## src/tmcr_defs.svh

```systemverilog
`ifndef TMCR_DEFS_SVH
`define TMCR_DEFS_SVH

// Register addresses on the processor port
`define TMCR_ADDR_MC1       9'h032
`define TMCR_ADDR_MC3       9'h034
`define TMCR_ADDR_MC6       9'h038
`define TMCR_ADDR_MC7       9'h039
`define TMCR_ADDR_MC8       9'h03A
`define TMCR_ADDR_MC9       9'h03B
`define TMCR_ADDR_PAGE      9'h1FF
`define TMCR_ADDR_ADJ       9'h1D8
`define TMCR_PAGE_OPEN      8'h01

// Field positions
`define TMCR_MC1_RST        7
`define TMCR_MC1_RANGE      5
`define TMCR_MC1_LOCK       4
`define TMCR_MC3_EDGE       5
`define TMCR_MC3_ZOH        4
`define TMCR_MC3_CARRIER    2
`define TMCR_MC6_S2ALT      7
`define TMCR_MC6_S2FAM      6
`define TMCR_MC6_S1FAM      5
`define TMCR_MC9_AUTO_BW    7
`define TMCR_MC9_INT_FRZ    3

// Reset values of fields
`define TMCR_RANGE_RST      1'b1
`define TMCR_FMT_RST        2'h2
`define TMCR_AUTO_BW_RST    1'b1
`define TMCR_INT_FRZ_RST    1'b1
`define TMCR_ADJ_RST        8'h00
`define TMCR_PAGE_RST       8'h00

// Unused bit positions read back their defaults
`define TMCR_MC1_FILL       8'h00
`define TMCR_MC3_FILL       8'hC2
`define TMCR_MC6_FILL       8'h1F
`define TMCR_MC7_FILL       8'h08
`define TMCR_MC8_FILL       8'h00
`define TMCR_MC9_FILL       8'h73

// Synthesizer and input rates in kHz
`define TMCR_E1_KHZ         16'h0800
`define TMCR_DS1_KHZ        16'h0608
`define TMCR_OC3_KHZ        16'h4BF0
`define TMCR_OC3X2_KHZ      16'h97E0
`define TMCR_DS2_KHZ        16'h18A8
`define TMCR_10M_KHZ        16'h2710

`endif

```

## src/tmcr_pkg.sv

```systemverilog
package tmcr_pkg;

  // Main DPLL state codes, shared by the force field and reported state
  typedef enum logic [2:0] {
    ST_AUTO     = 3'h0,
    ST_FREE_RUN = 3'h1,
    ST_HOLDOVER = 3'h2,
    ST_UNUSED   = 3'h3,
    ST_LOCKED   = 3'h4,
    ST_PRELOCK2 = 3'h5,
    ST_PRELOCK  = 3'h6,
    ST_LOSS     = 3'h7
  } tmcr_dpll_state_t;

  // Differential output signal format
  typedef enum logic [1:0] {
    FMT_OFF      = 2'h0,
    FMT_LVPECL   = 2'h1,
    FMT_LVDS     = 2'h2,
    FMT_LVDS_ALT = 2'h3
  } tmcr_fmt_t;

  // Entire state of the bank
  typedef struct packed {
    logic             sw_rst;
    logic             range_det;
    logic             lock_en;
    tmcr_dpll_state_t force_st;
    logic             edge_sel;
    logic             zoh;
    logic             carrier;
    logic             s2_alt;
    logic             s2_fam;
    logic             s1_fam;
    logic [1:0]       s2_mult;
    logic [1:0]       s1_mult;
    tmcr_fmt_t        fmt;
    logic             auto_bw;
    logic             int_frz;
    logic [7:0]       page;
    logic [7:0]       adj;
    logic             strap;
    logic [7:0]       rdata;
    logic             lock;
    logic             lock_oe_n;
  } tmcr_state_t;

endpackage : tmcr_pkg

```

## src/tmcr_regs.sv

```systemverilog
// Summary of operation
// - Software reset bit holds logic in reset, other fields return to default
// - Software reset reloads pin defaults from the last hardware reset capture
// - Range detect enable turns input frequency measurement on, default one
// - Lock enable drives lock pin high in locked state, low in other states; disabled pin floats
// - Nonzero force field pins the DPLL state; zero restores automatic operation
// - Force codes: free-run, holdover, unused, locked, prelock2, prelock, loss
// - Oscillator edge bit: zero rising, one falling, default zero
// - Zero-offset holdover bit selects 0ppm holdover, else digital holdover
// - Carrier rate bit sets code-one inputs to 2048 or 1544 kHz
// - Hardware reset loads carrier rate and both family bits from pin
// - Synth2 alternate bit picks E1/DS1 multiples or alternate rates
// - Synth2 normal set gives 1,2,4,8 times family base rate
// - Synth2 alternate set: 19.44, 38.88, 6.312 or 10 MHz
// - Synth1 gives 1,2,4,8 times its family base rate
// - Format field: off, LVPECL, LVDS, LVDS; default LVDS
// - Auto bandwidth bit lets DPLL choose bandwidth, default one
// - Integral limit bit freezes integral path at limits, default one
// - Code-one inputs in any mode use the carrier rate selection
`timescale 1ns/10ps
`default_nettype none
`include "tmcr_defs.svh"

module tmcr_regs (
  input  wire logic       i_clk,
  input  wire logic       i_srst,
  input  wire logic       i_carrier_rate_pin,
  input  wire logic [8:0] i_addr,
  input  wire logic       i_wr_en,
  input  wire logic       i_rd_en,
  input  wire logic [7:0] i_wdata,
  input  wire logic [2:0] i_dpll_state,
  output logic      [7:0] o_rdata,
  output logic            o_core_reset,
  output logic            o_input_rate_code_range_detect_en,
  output logic            o_lock,
  output logic            o_lock_oe_n,
  output logic      [2:0] o_pll_state_force,
  output logic            o_state_force_active,
  output logic            o_osc_edge_select,
  output logic            o_zero_offset_holdover,
  output logic            o_carrier_rate_select,
  output logic     [15:0] o_code1_rate_khz,
  output logic            o_synth1_family,
  output logic            o_synth2_family,
  output logic            o_synth2_alt_set,
  output logic      [1:0] o_synth1_multiple,
  output logic      [1:0] o_synth2_multiple,
  output logic     [15:0] o_synth1_input_rate_code_khz,
  output logic     [15:0] o_synth2_input_rate_code_khz,
  output logic            o_synth2_input_rate_code_valid,
  output logic      [1:0] o_diff_out_format,
  output logic            o_diff_out_powerdown,
  output logic            o_diff_out_lvpecl,
  output logic      [7:0] o_pecl_swing_adj,
  output logic            o_auto_bandwidth_select,
  output logic            o_integral_freeze_at_limit
);

  tmcr_pkg::tmcr_state_t st_ff;
  tmcr_pkg::tmcr_state_t nxt_st;

  // Defaults of every field; pin-seeded fields take the given strap
  function automatic tmcr_pkg::tmcr_state_t field_defaults(
    input logic strap
  );
    tmcr_pkg::tmcr_state_t d;
    d           = '0;
    d.range_det = `TMCR_RANGE_RST;
    d.force_st  = tmcr_pkg::ST_AUTO;
    d.carrier   = strap;
    d.s2_fam    = strap;
    d.s1_fam    = strap;
    d.fmt       = tmcr_tmcr_fmt_cast(`TMCR_FMT_RST);
    d.auto_bw   = `TMCR_AUTO_BW_RST;
    d.int_frz   = `TMCR_INT_FRZ_RST;
    d.page      = `TMCR_PAGE_RST;
    d.adj       = `TMCR_ADJ_RST;
    d.strap     = strap;
    d.lock_oe_n = 1'b1;
    return d;
  endfunction : field_defaults

  function automatic tmcr_pkg::tmcr_fmt_t tmcr_tmcr_fmt_cast(
    input logic [1:0] v
  );
    return tmcr_pkg::tmcr_fmt_t'(v);
  endfunction : tmcr_tmcr_fmt_cast

  // One times, two, four or eight times the family base rate
  function automatic logic [15:0] multiple_rate(
    input logic       fam,
    input logic [1:0] mult
  );
    logic [15:0] base;
    base = fam ? `TMCR_DS1_KHZ : `TMCR_E1_KHZ;
    return base << mult;
  endfunction : multiple_rate

  // Register read image; unused positions show their defaults
  function automatic logic [7:0] read_image(
    input tmcr_pkg::tmcr_state_t s,
    input logic [8:0]            a
  );
    logic [7:0] r;
    r = 8'h00;
    case (a)
      `TMCR_ADDR_MC1: begin
        r = `TMCR_MC1_FILL;
        r[`TMCR_MC1_RST]  = s.sw_rst;
        r[`TMCR_MC1_RANGE] = s.range_det;
        r[`TMCR_MC1_LOCK] = s.lock_en;
        r[2:0]            = s.force_st;
      end
      `TMCR_ADDR_MC3: begin
        r = `TMCR_MC3_FILL;
        r[`TMCR_MC3_EDGE]    = s.edge_sel;
        r[`TMCR_MC3_ZOH]     = s.zoh;
        r[`TMCR_MC3_CARRIER] = s.carrier;
      end
      `TMCR_ADDR_MC6: begin
        r = `TMCR_MC6_FILL;
        r[`TMCR_MC6_S2ALT] = s.s2_alt;
        r[`TMCR_MC6_S2FAM] = s.s2_fam;
        r[`TMCR_MC6_S1FAM] = s.s1_fam;
      end
      `TMCR_ADDR_MC7: begin
        r = `TMCR_MC7_FILL;
        r[7:6] = s.s2_mult;
        r[5:4] = s.s1_mult;
      end
      `TMCR_ADDR_MC8: begin
        r = `TMCR_MC8_FILL;
        r[1:0] = s.fmt;
      end
      `TMCR_ADDR_MC9: begin
        r = `TMCR_MC9_FILL;
        r[`TMCR_MC9_AUTO_BW] = s.auto_bw;
        r[`TMCR_MC9_INT_FRZ] = s.int_frz;
      end
      `TMCR_ADDR_PAGE: r = s.page;
      // Adjustment location only visible while the page is open
      `TMCR_ADDR_ADJ:  r = (s.page == `TMCR_PAGE_OPEN) ? s.adj : 8'h00;
      default:         r = 8'h00;
    endcase
    return r;
  endfunction : read_image

  // Next-state logic for the whole bank
  always_comb begin
    nxt_st = st_ff;
    if (i_srst) begin
      // Pin is sampled on every cycle of hardware reset
      nxt_st = field_defaults(i_carrier_rate_pin);
    end else if (st_ff.sw_rst) begin
      // Held in reset: only the reset bit itself can be written
      nxt_st = field_defaults(st_ff.strap);
      nxt_st.sw_rst = st_ff.sw_rst;
      // Last read data is not a field and stands until the next read
      nxt_st.rdata  = st_ff.rdata;
      if (i_wr_en && i_addr == `TMCR_ADDR_MC1) begin
        nxt_st.sw_rst = i_wdata[`TMCR_MC1_RST];
      end
    end else if (i_wr_en) begin
      // Writes to unused positions are simply dropped
      case (i_addr)
        `TMCR_ADDR_MC1: begin
          nxt_st.sw_rst    = i_wdata[`TMCR_MC1_RST];
          nxt_st.range_det = i_wdata[`TMCR_MC1_RANGE];
          nxt_st.lock_en   = i_wdata[`TMCR_MC1_LOCK];
          nxt_st.force_st  =
            tmcr_pkg::tmcr_dpll_state_t'(i_wdata[2:0]);
          // Entering reset clears the other fields at once, so no
          // forced state or enable survives into the reset period
          if (i_wdata[`TMCR_MC1_RST]) begin
            nxt_st        = field_defaults(st_ff.strap);
            nxt_st.sw_rst = 1'b1;
            nxt_st.rdata  = st_ff.rdata;
          end
        end
        `TMCR_ADDR_MC3: begin
          nxt_st.edge_sel = i_wdata[`TMCR_MC3_EDGE];
          nxt_st.zoh      = i_wdata[`TMCR_MC3_ZOH];
          nxt_st.carrier  = i_wdata[`TMCR_MC3_CARRIER];
        end
        `TMCR_ADDR_MC6: begin
          nxt_st.s2_alt = i_wdata[`TMCR_MC6_S2ALT];
          nxt_st.s2_fam = i_wdata[`TMCR_MC6_S2FAM];
          nxt_st.s1_fam = i_wdata[`TMCR_MC6_S1FAM];
        end
        `TMCR_ADDR_MC7: begin
          nxt_st.s2_mult = i_wdata[7:6];
          nxt_st.s1_mult = i_wdata[5:4];
        end
        `TMCR_ADDR_MC8: nxt_st.fmt = tmcr_tmcr_fmt_cast(i_wdata[1:0]);
        `TMCR_ADDR_MC9: begin
          nxt_st.auto_bw = i_wdata[`TMCR_MC9_AUTO_BW];
          nxt_st.int_frz = i_wdata[`TMCR_MC9_INT_FRZ];
        end
        `TMCR_ADDR_PAGE: nxt_st.page = i_wdata;
        `TMCR_ADDR_ADJ: begin
          // Swing adjust only reachable through the open page
          if (st_ff.page == `TMCR_PAGE_OPEN) begin
            nxt_st.adj = i_wdata;
          end
        end
        default: nxt_st.page = st_ff.page;
      endcase
    end
    // Read data registered; reads during reset return the image too
    if (i_rd_en) begin
      nxt_st.rdata = read_image(st_ff, i_addr);
    end
    // Lock pin follows the reported DPLL state, floats when disabled
    nxt_st.lock_oe_n = ~st_ff.lock_en;
    nxt_st.lock      = st_ff.lock_en &&
                       (i_dpll_state == tmcr_pkg::ST_LOCKED);
    if (i_srst || st_ff.sw_rst) begin
      nxt_st.lock      = 1'b0;
      nxt_st.lock_oe_n = 1'b1;
    end
  end

  // State register
  always_ff @(posedge i_clk) begin
    st_ff <= nxt_st;
  end

  // Field outputs straight from the state register; core reset also ORs in i_srst
  assign o_rdata                    = st_ff.rdata;
  assign o_core_reset               = i_srst | st_ff.sw_rst;
  assign o_input_rate_code_range_detect_en     = st_ff.range_det;
  assign o_lock                     = st_ff.lock;
  assign o_lock_oe_n                = st_ff.lock_oe_n;
  assign o_pll_state_force          = st_ff.force_st;
  assign o_state_force_active       =
    (st_ff.force_st != tmcr_pkg::ST_AUTO);
  assign o_osc_edge_select          = st_ff.edge_sel;
  assign o_zero_offset_holdover     = st_ff.zoh;
  assign o_carrier_rate_select      = st_ff.carrier;
  assign o_synth1_family            = st_ff.s1_fam;
  assign o_synth2_family            = st_ff.s2_fam;
  assign o_synth2_alt_set           = st_ff.s2_alt;
  assign o_synth1_multiple          = st_ff.s1_mult;
  assign o_synth2_multiple          = st_ff.s2_mult;
  assign o_diff_out_format          = st_ff.fmt;
  assign o_pecl_swing_adj           = st_ff.adj;
  assign o_auto_bandwidth_select    = st_ff.auto_bw;
  assign o_integral_freeze_at_limit = st_ff.int_frz;

  // Code-one nominal rate shared by direct, 8 kHz and divider modes
  assign o_code1_rate_khz = st_ff.carrier ? `TMCR_DS1_KHZ
                                          : `TMCR_E1_KHZ;

  // Format decode; both upper codes mean LVDS
  assign o_diff_out_powerdown = (st_ff.fmt == tmcr_pkg::FMT_OFF);
  assign o_diff_out_lvpecl    = (st_ff.fmt == tmcr_pkg::FMT_LVPECL);

  // Synthesizer 1 rate
  assign o_synth1_input_rate_code_khz = multiple_rate(st_ff.s1_fam,
                                           st_ff.s1_mult);

  // Synthesizer 2 rate; undefined codes report zero and not valid
  always_comb begin
    o_synth2_input_rate_code_khz   = 16'h0000;
    o_synth2_input_rate_code_valid = 1'b1;
    if (!st_ff.s2_alt) begin
      o_synth2_input_rate_code_khz = multiple_rate(st_ff.s2_fam,
                                        st_ff.s2_mult);
    end else begin
      case ({st_ff.s2_fam, st_ff.s2_mult})
        3'h4:    o_synth2_input_rate_code_khz = `TMCR_OC3_KHZ;
        3'h5:    o_synth2_input_rate_code_khz = `TMCR_OC3X2_KHZ;
        3'h0:    o_synth2_input_rate_code_khz = `TMCR_DS2_KHZ;
        3'h2:    o_synth2_input_rate_code_khz = `TMCR_10M_KHZ;
        default: o_synth2_input_rate_code_valid = 1'b0;
      endcase
    end
  end
endmodule : tmcr_regs
`default_nettype wire

```

## config.mk

```make
export PLATFORM = sky130hd
export DESIGN_NAME = tmcr_regs
export DESIGN_NICKNAME = d
export VERILOG_FILES = /design/src/tmcr_pkg.sv /design/src/tmcr_regs.sv
export VERILOG_INCLUDE_DIRS = /design/src
export SDC_FILE = /design/constraint.sdc
export NUM_CORES = 1
export LEC_CHECK = 0
export BUFFER_PORTS_ARGS = -buffer_cell sky130_fd_sc_hd__buf_2
export CORE_MARGIN = 4
export CORE_UTILIZATION = 48
export CTS_CLUSTER_SIZE = 14
export DETAILED_ROUTE_END_ITERATION = 7
export PLACE_DENSITY = 0.81
export SLEW_MARGIN = 40
export SYNTH_ARGS = -nofsm -noshare
export SYNTH_HDL_FRONTEND = slang
export SYNTH_SLANG_ARGS = --single-unit
```

## constraint.sdc

```tcl
create_clock -name i_clk -period 4.4 [get_ports i_clk]
set_clock_uncertainty 0.05 [all_clocks]
set_input_delay 0.44 -clock i_clk [delete_from_list [all_inputs] [get_ports i_clk]]
set_output_delay 0.44 -clock i_clk [all_outputs]
set_load 0.005 [all_outputs]
```

==> results.md, run 1 <==
- Minimum clock period: 2.38 ns
- Initial core utilization: 0.507
- DRC Markers: 0
- # diodes: 0
- Worst setup path class: reg -> out
- First-pass GRT wire length: 14,900 um
- Main flop type after synthesis: dfxtp_1
- CTS tree: built
- Most frequent cells in the layout: buf_2, nand2_1, dfxtp_1, conb_1, nor2_1
- Critical path's slowest cell: clkinv_1
- Post-DR wirelength/cell: 17.9 um
- Worst Setup SP: st_ff[46]$_SDFF_PP0_
- CP top delay family: buffers and inverters
- Crit Path Max Fanout: 42
- Sequential Power Share: 0.537
- NetSw: 0.000231 W
- Largest net degree at the start of global routing: 43
- Hold Fails Final Rpt: 0
- Chip width: 91.0 um
- Htree depth: 2
- Worst path required time: 3.91 ns
- Reg2Reg Launch Point: st_ff[46]$_SDFF_PP0_
- Deepest clock path buffer count: 2
- Die Y-Extent: 91.0 um
- Syn-to-layout area delta: 8.36%
- Reg area: 1060 um2
- Antenna violations before repair: 0
- Nets: 478
- Reg2reg setup slack: 2.14 ns
- Mapped Area: 3310 um2
- CTS root buf: clkbuf_8
- Via count: 3,191
- Startpoint types: flop
- Critical path depth: 4
- Power per cell area: 236 nW/um2
- Grt total ovfl: 0
- Max Cap Viol: 0
- Ys async rst share: 0
- Period utilization: 0.540
- Worst r2r dst: o_pecl_swing_adj[4]$_SDFFE_PN0P_
- Setup TNS: 0 ns
- F_max: 421 MHz
- Core ar.: 6530 um2
- Gp weighted congestion: 0.935
- Postcts setup bufs: 0
- Via count of the first global-routing pass: 2,882
- Peak supply drop: 218 uV
- CTS resizes: 0
- Sw frac: 0.273
- YS warnings: 0
- Via density: 6.08
- Number of synthesized flops with an enable pin: 12
- Commonest non-fill, non-tap cell in the layout: buf_2
- CP Capture Point: o_core_reset
- # rows: 29
- GRT Total Usage: 0.219
- DP HPWL: 7010 um
- Fin util: 0.549
- Mean area per synthesized cell: 8.29 um2
- Multi-input logic area: 1810 um2
- Routed wire length: 9370 um
- Synthesized instance count: 399
- Latest clock arrival within the worst-skew pair: 0.30 ns
- Status: completed
- Die area: 8280 um2
- Synth unique cells: 64
- Worst path max stage delay: 0.44 ns
- TritonCTS Buffers: 5
- Worst-path clk slew: 0.09 ns
- Antenna Violating Nets Remaining: 0
- Post-route design area: 3580 um2
- Synth Register Bits: 47
- Fillers: 631
- Sink Count: 47
- Top-Level Pins: 114
- Worst-Margin Slew: 0.719 ns
- Ratio of cells with drive above 1 in the final layout: 0.270
- Crit. End Element: primary output
- Comb pwr share: 0.130
- Final Max Slew Viols: 0
- Total Power: 0.000844 W
- CP arrival: 1.89 ns
- Hold Crit Class: in -> reg
- Bufs and invs on worst path: 3
- Internal power consumption: 0.000614 W
- Max-slew headroom: 0.518
- Port-buffer cells: 92
- R2R cell count: 6
- Clock share of power: 0.333
- RSZ-0062 raised after global routing: false
- Sequential share of the synthesized area: 0.321
- Final setup fails: 0
- Static Leak: 1.53 nW
- Area of placed instances: 3490 um2
- Drt pass-1 iters: 5
- CTS Hold Bufs: 0
- Critical path cell sequence: nor2_2, buf_4, clkinv_1, buf_2
- DR iter-0 viols: 325
cell type report:
type	count	area share
multi-input cells	285	0.504
flip-flops and latches	47	0.296
repair buffers	93	0.131
well taps	77	0.0269
clock buffers	6	0.0230
inverters	15	0.0157
clock inverters	2	0.00384
power by group through the flow:
stage	Clock, W	Sequential [W]	Combinational [W]
4_1_cts	0.000281	0.000454	0.000107
3_3_place_gp	0	0.000464	0.000104
6_report	0.000281	0.000454	0.000110
3_5_place_dp	0	0.000464	0.000106
5_1_grt	0.000302	0.000455	0.000119
2_1_floorplan	0	0.000463	0.0000826
how the worst min path moves through the flow:
stage | startpoint | end | slack, ns | depth (start not counted)
after CTS | i_dpll_state[1] | o_lock$_SDFF_PN0_ | 0.25 | 2
after global routing | i_dpll_state[0] | o_lock$_SDFF_PN0_ | 0.25 | 2
after detailed placement | st_ff[44]$_SDFFE_PN0N_ | o_lock_oe_n$_SDFF_PN1_ | 0.38 | 1
after floorplan | st_ff[44]$_SDFFE_PN0N_ | o_lock_oe_n$_SDFF_PN1_ | 0.34 | 1
after global placement | st_ff[44]$_SDFFE_PN0N_ | o_lock_oe_n$_SDFF_PN1_ | 0.38 | 1
final | i_dpll_state[1] | o_lock$_SDFF_PN0_ | 0.25 | 2
cell usage after synthesis, types with 7 or more instances:
cell type	number	area, um2
buf_4	51	383
nand2_1	51	191
dfxtp_1	35	701
nor2_1	21	78.8
a21oi_1	19	95.1
clkbuf_1	16	60.1
o21ai_0	15	75.1
inv_1	13	48.8
edfxtp_1	12	360
mux2i_1	12	120
nand3_1	11	55.1
and2_1	9	56.3
nor2b_1	8	50.1
o22ai_1	8	50.1
a31oi_1	7	43.8
nor3_1	7	35.0
cell families after synthesis:
group,synth area share
AO/OA/AOI/OAI,0.201
flip-flops,0.321
AND/OR/NAND/NOR,0.250
adder cells (fa/ha/maj),0.0227
other,0.00113
buffers and inverters,0.158
multiplexers,0.0431
XOR/XNOR,0.00265
metrics by stage:
step / setup slack, ns / hold slack, ns / std cells
floorplan: 2.28 / 0.342 / 419
global placement: 1.77 / 0.384 / 517
global route: 1.87 / 0.249 / 525
CTS: 2.04 / 0.252 / 525
detailed placement: 1.80 / 0.382 / 517
finish: 2.02 / 0.247 / 525
state kept, by name (all words and copies together), names as in the netlist:
signal                             cells
o_rdata                                8
o_pll_state_force                      3
o_lock_oe_n                            1
o_synth1_multiple                      2
o_carrier_rate_select                  1
o_synth1_family                        1
o_osc_edge_select                      1
o_zero_offset_holdover                 1
o_integral_freeze_at_limit             1
o_input_rate_code_range_detect_en      1
o_lock                                 1
o_synth2_family                        1
o_synth2_alt_set                       1
o_pecl_swing_adj                       8
o_synth2_multiple                      2
o_auto_bandwidth_select                1
st_ff                                 11
o_diff_out_format                      2
worst reg2reg max path, stage by stage (launching register included):
cell and delay (ns):
dfxtp_1 0.39, nor2_2 0.12, buf_4 0.37, clkinv_1 0.45, nor4_4 0.53, nand2_1 0.13, mux2i_1 0.15
layer usage:
metal,GRT usage,up-vias,share of wire
met5,0,-,0
met4,0.0691,0,0.024
met3,0.0455,25,0.10
met2,0.370,204,0.48
met1,0.281,1500,0.39
li1,-,1462,-
(Power assumes the default switching activity.)
==> run 2, diff against run 1 <==
--- a/config.mk
+++ b/config.mk
@@ -6,6 +6,7 @@
 export SDC_FILE = /design/constraint.sdc
 export NUM_CORES = 1
 export LEC_CHECK = 0
+export ABC_AREA = 1
 export BUFFER_PORTS_ARGS = -buffer_cell sky130_fd_sc_hd__buf_2
 export CORE_MARGIN = 4
 export CORE_UTILIZATION = 48
==> constraint.sdc (replaced) <==
create_clock -name i_clk -period 2.2 [get_ports i_clk]
set_clock_uncertainty 0.05 [all_clocks]
set_input_delay 0.22 -clock i_clk [delete_from_list [all_inputs] [get_ports i_clk]]
set_output_delay 0.22 -clock i_clk [all_outputs]
set_load 0.005 [all_outputs]
==> run 2 against run 1 <==
Compared with the run above:
- worst hold slack worse by 0.22 ns
- total power grew 93%
- area after synthesis up 2.4%
- combinational power up 88%
- design area up 3.0%
- sequential power increased by 100%
- setup slack got worse by 1.7 ns
- synthesized cell count rose by 29%
- largest power group unchanged
==> results.md, run 2 <==
- Status: completed
- Initial core utilization: 0.496 (-0.0105)
- DP HPWL: 7800 um (+11%)
- Yosys top cell area share: 0.207 (-0.00501)
- Worst path required time: 1.93 ns (-1.98 ns)
- CTS root buf: clkbuf_8
- Most frequent cells in the layout: nand2_1, buf_2, nor2_1, nand3_1, inv_1
- Largest net degree at the start of global routing: 18 (-58%)
- Syn-to-layout area delta: 8.94%
- Worst path max stage delay: 0.50 ns (+0.06 ns)
- Power per cell area: 442 nW/um2 (+88%)
- Synthesized instance count: 513 (+29%)
- Postcts setup bufs: 0 (unchanged)
- GRT Total Usage: 0.227 (+0.00843)
- Top-count cell post-synth: nand2_1
- Htree depth: 2 (unchanged)
- Fillers: 731 (+16%)
- Antenna Violating Nets Remaining: 0 (unchanged)
- Ratio of cells with drive above 1 in the final layout: 0.205 (-0.0649)
- Die area: 8470 um2 (+2.2%)
- CTS Hold Bufs: 0 (unchanged)
- Antenna violations before repair: 0 (unchanged)
- Hold Fails Final Rpt: 0 (unchanged)
- Setup TNS: 0 ns (unchanged)
- M2 GR Usage: 0.367 (-0.00292)
- Routed wire length: 9780 um (+4.3%)
- Sink Count: 47 (unchanged)
- Worst-path clk slew: 0.08 ns (about the same)
- Critical path cell sequence: inv_1, nor2_1, nand2_1, nand2_1, o21ai_0, nand2_1, buf_2
- Via count: 3,416 (+7.1%)
- TritonCTS Buffers: 5 (unchanged)
- YS warnings: 0 (unchanged)
- Core ar.: 6830 um2 (+4.6%)
- Nets: 605 (+27%)
- CTS resizes: 0 (unchanged)
- Synth Register Bits: 47 (unchanged)
- DR iter-0 viols: 287 (-12%)
- Latest clock arrival within the worst-skew pair: 0.30 ns (about the same)
- Chip width: 92.0 um (+1.1%)
- Final setup fails: 0 (unchanged)
- CP arrival: 1.62 ns (-0.27 ns)
- Die Y-Extent: 92.0 um (+1.1%)
- Peak supply drop: 299 uV (+37%)
- Drt pass-1 iters: 5 (unchanged)
- Mean area per synthesized cell: 6.60 um2 (-20%)
- Met3 usage in global routing: 0.0394 (-0.00608)
- Worst setup path class: reg -> out
- F_max: 529 MHz
- Top-Level Pins: 114 (unchanged)
- Final worst slack: 0.310 ns (-1.71 ns)
- Crit. End Element: primary output
- CTS tree: built
- Most frequent CP cell: nand2_1
- Place WS: 0.393 ns (-1.40 ns)
- DRC Markers: 0 (unchanged)
- Max Cap Viol: 0 (unchanged)
- Synth unique cells: 34 (-47%)
- Period utilization: 0.859
- Ys async rst share: 0 (unchanged)
- Final Max Slew Viols: 0 (unchanged)
- Port-buffer cells: 92 (unchanged)
- Via count of the first global-routing pass: 3,102 (+7.6%)
- Most flops, register: st_ff
- Max-slew headroom: 0.667 (+0.149)
- Startpoint types: flop
- Static Leak: 2.00 nW (+30%)
- RSZ-0062 raised after global routing: false
- Top Usage Layer GRT: met2
- Yosys top cell by area: dfxtp_1
- Reg area: 1060 um2 (unchanged)
- Worst-Margin Slew: 0.496 ns (-0.223 ns)
- Multi-input logic area: 1740 um2 (-3.7%)
- Gp weighted congestion: 0.942 (+0.71%)
- Post-DR wirelength/cell: 14.6 um (-18%)
- Synth top area cells: dfxtp_1, nand2_1, buf_4, edfxtp_1, nand3_1
- Deepest clock path buffer count: 2 (unchanged)
- Sequential share of the synthesized area: 0.313 (-0.00758)
- Number of synthesized flops with an enable pin: 12 (unchanged)
- Met1 usage: 0.314 (+0.0337)
- First-pass GRT wire length: 15,400 um (+3.9%)
- # rows: 30 (+3.4%)
- Main flop type after synthesis: dfxtp_1
- Post-synth top cells: nand2_1, nor2_1, nand3_1, inv_1, buf_4
- Critical path's slowest cell: edfxtp_1
- # diodes: 0 (unchanged)
- Crit Path Max Fanout: 8 (-81%)
- Mapped Area: 3390 um2 (+2.4%)
- Max reg flops: 11 (unchanged)
- Via density: 5.09 (-16%)
- Minimum clock period: 1.89 ns
- Hold Crit Class: in -> reg
- Grt total ovfl: 0 (unchanged)
- Commonest non-fill, non-tap cell in the layout: nand2_1
==> run 2: power by group <==
part	total [W]	internal (W)	switching [W]
logic	0.000207	0.0000626	0.000144
clock network	0.000517	0.000224	0.000293
registers	0.000908	0.000898	0.0000101
==> run 2: area by class of cell <==
cell class / instances / share of cell area
multi-input cells: 370 / 0.472
flip-flops and latches: 47 / 0.287
clock inverters: 1 / 0.00136
inverters: 56 / 0.0576
well taps: 96 / 0.0325
repair buffers: 94 / 0.129
clock buffers: 7 / 0.0207
==> run 2: worst paths after layout <==
| check | endpoint | slack [ns] | startpoint | cells after the start |
|---|---|---|---|---|
| worst max-delay path | o_synth2_input_rate_code_khz[12] | 0.31 | o_synth2_family$_DFFE_PP_ | 7 |
| worst min-delay path | o_lock$_SDFF_PN0_ | 0.02 | i_dpll_state[1] | 2 |
| worst max register to register | o_pecl_swing_adj[5]$_SDFFE_PN0P_ | 0.70 | st_ff[26]$_SDFFE_PN0P_ | 7 |
| worst min register to register | st_ff[20]$_SDFFE_PN0P_ | 0.43 | st_ff[20]$_SDFFE_PN0P_ | 2 |
==> run 2: cell families after synthesis <==
family | after synthesis | share of synthesized area
compound gates | 37 | 0.0576
fa+ha+maj | 6 | 0.0222
buf+inv | 116 | 0.195
flops | 47 | 0.313
other cells | 1 | 0.00111
simple gates | 306 | 0.411
==> run 2: metrics by stage <==
step | hold slack, ns | utilization | instance area, um2 | total power, W | instances
floorplan | 0.247 | - | 3460 | 0.00108 | 533
global placement | 0.333 | 0.528 | 3610 | 0.00113 | 663
detailed placement | 0.342 | 0.528 | 3610 | 0.00113 | 663
CTS | 0.0195 | 0.540 | 3690 | 0.00164 | 671
global route | 0.0227 | 0.540 | 3690 | 0.00170 | 671
finish | 0.0238 | 0.540 | 3690 | 0.00163 | 671
==> run 2: worst max-delay path, delay by kind of cell (launching register included) <==
family,cells,cell delay (ns)
buffers and inverters,2,0.25
AOI/OAI and AO/OA,1,0.08
and+or+nand+nor,4,0.48
DFF,1,0.50
==> run 2: layer usage <==
layer | up-vias | wire, um
li1 | 1681 | -
met1 | 1554 | 4380
met2 | 167 | 4430
met3 | 14 | 784
met4 | 0 | 176
met5 | - | 0
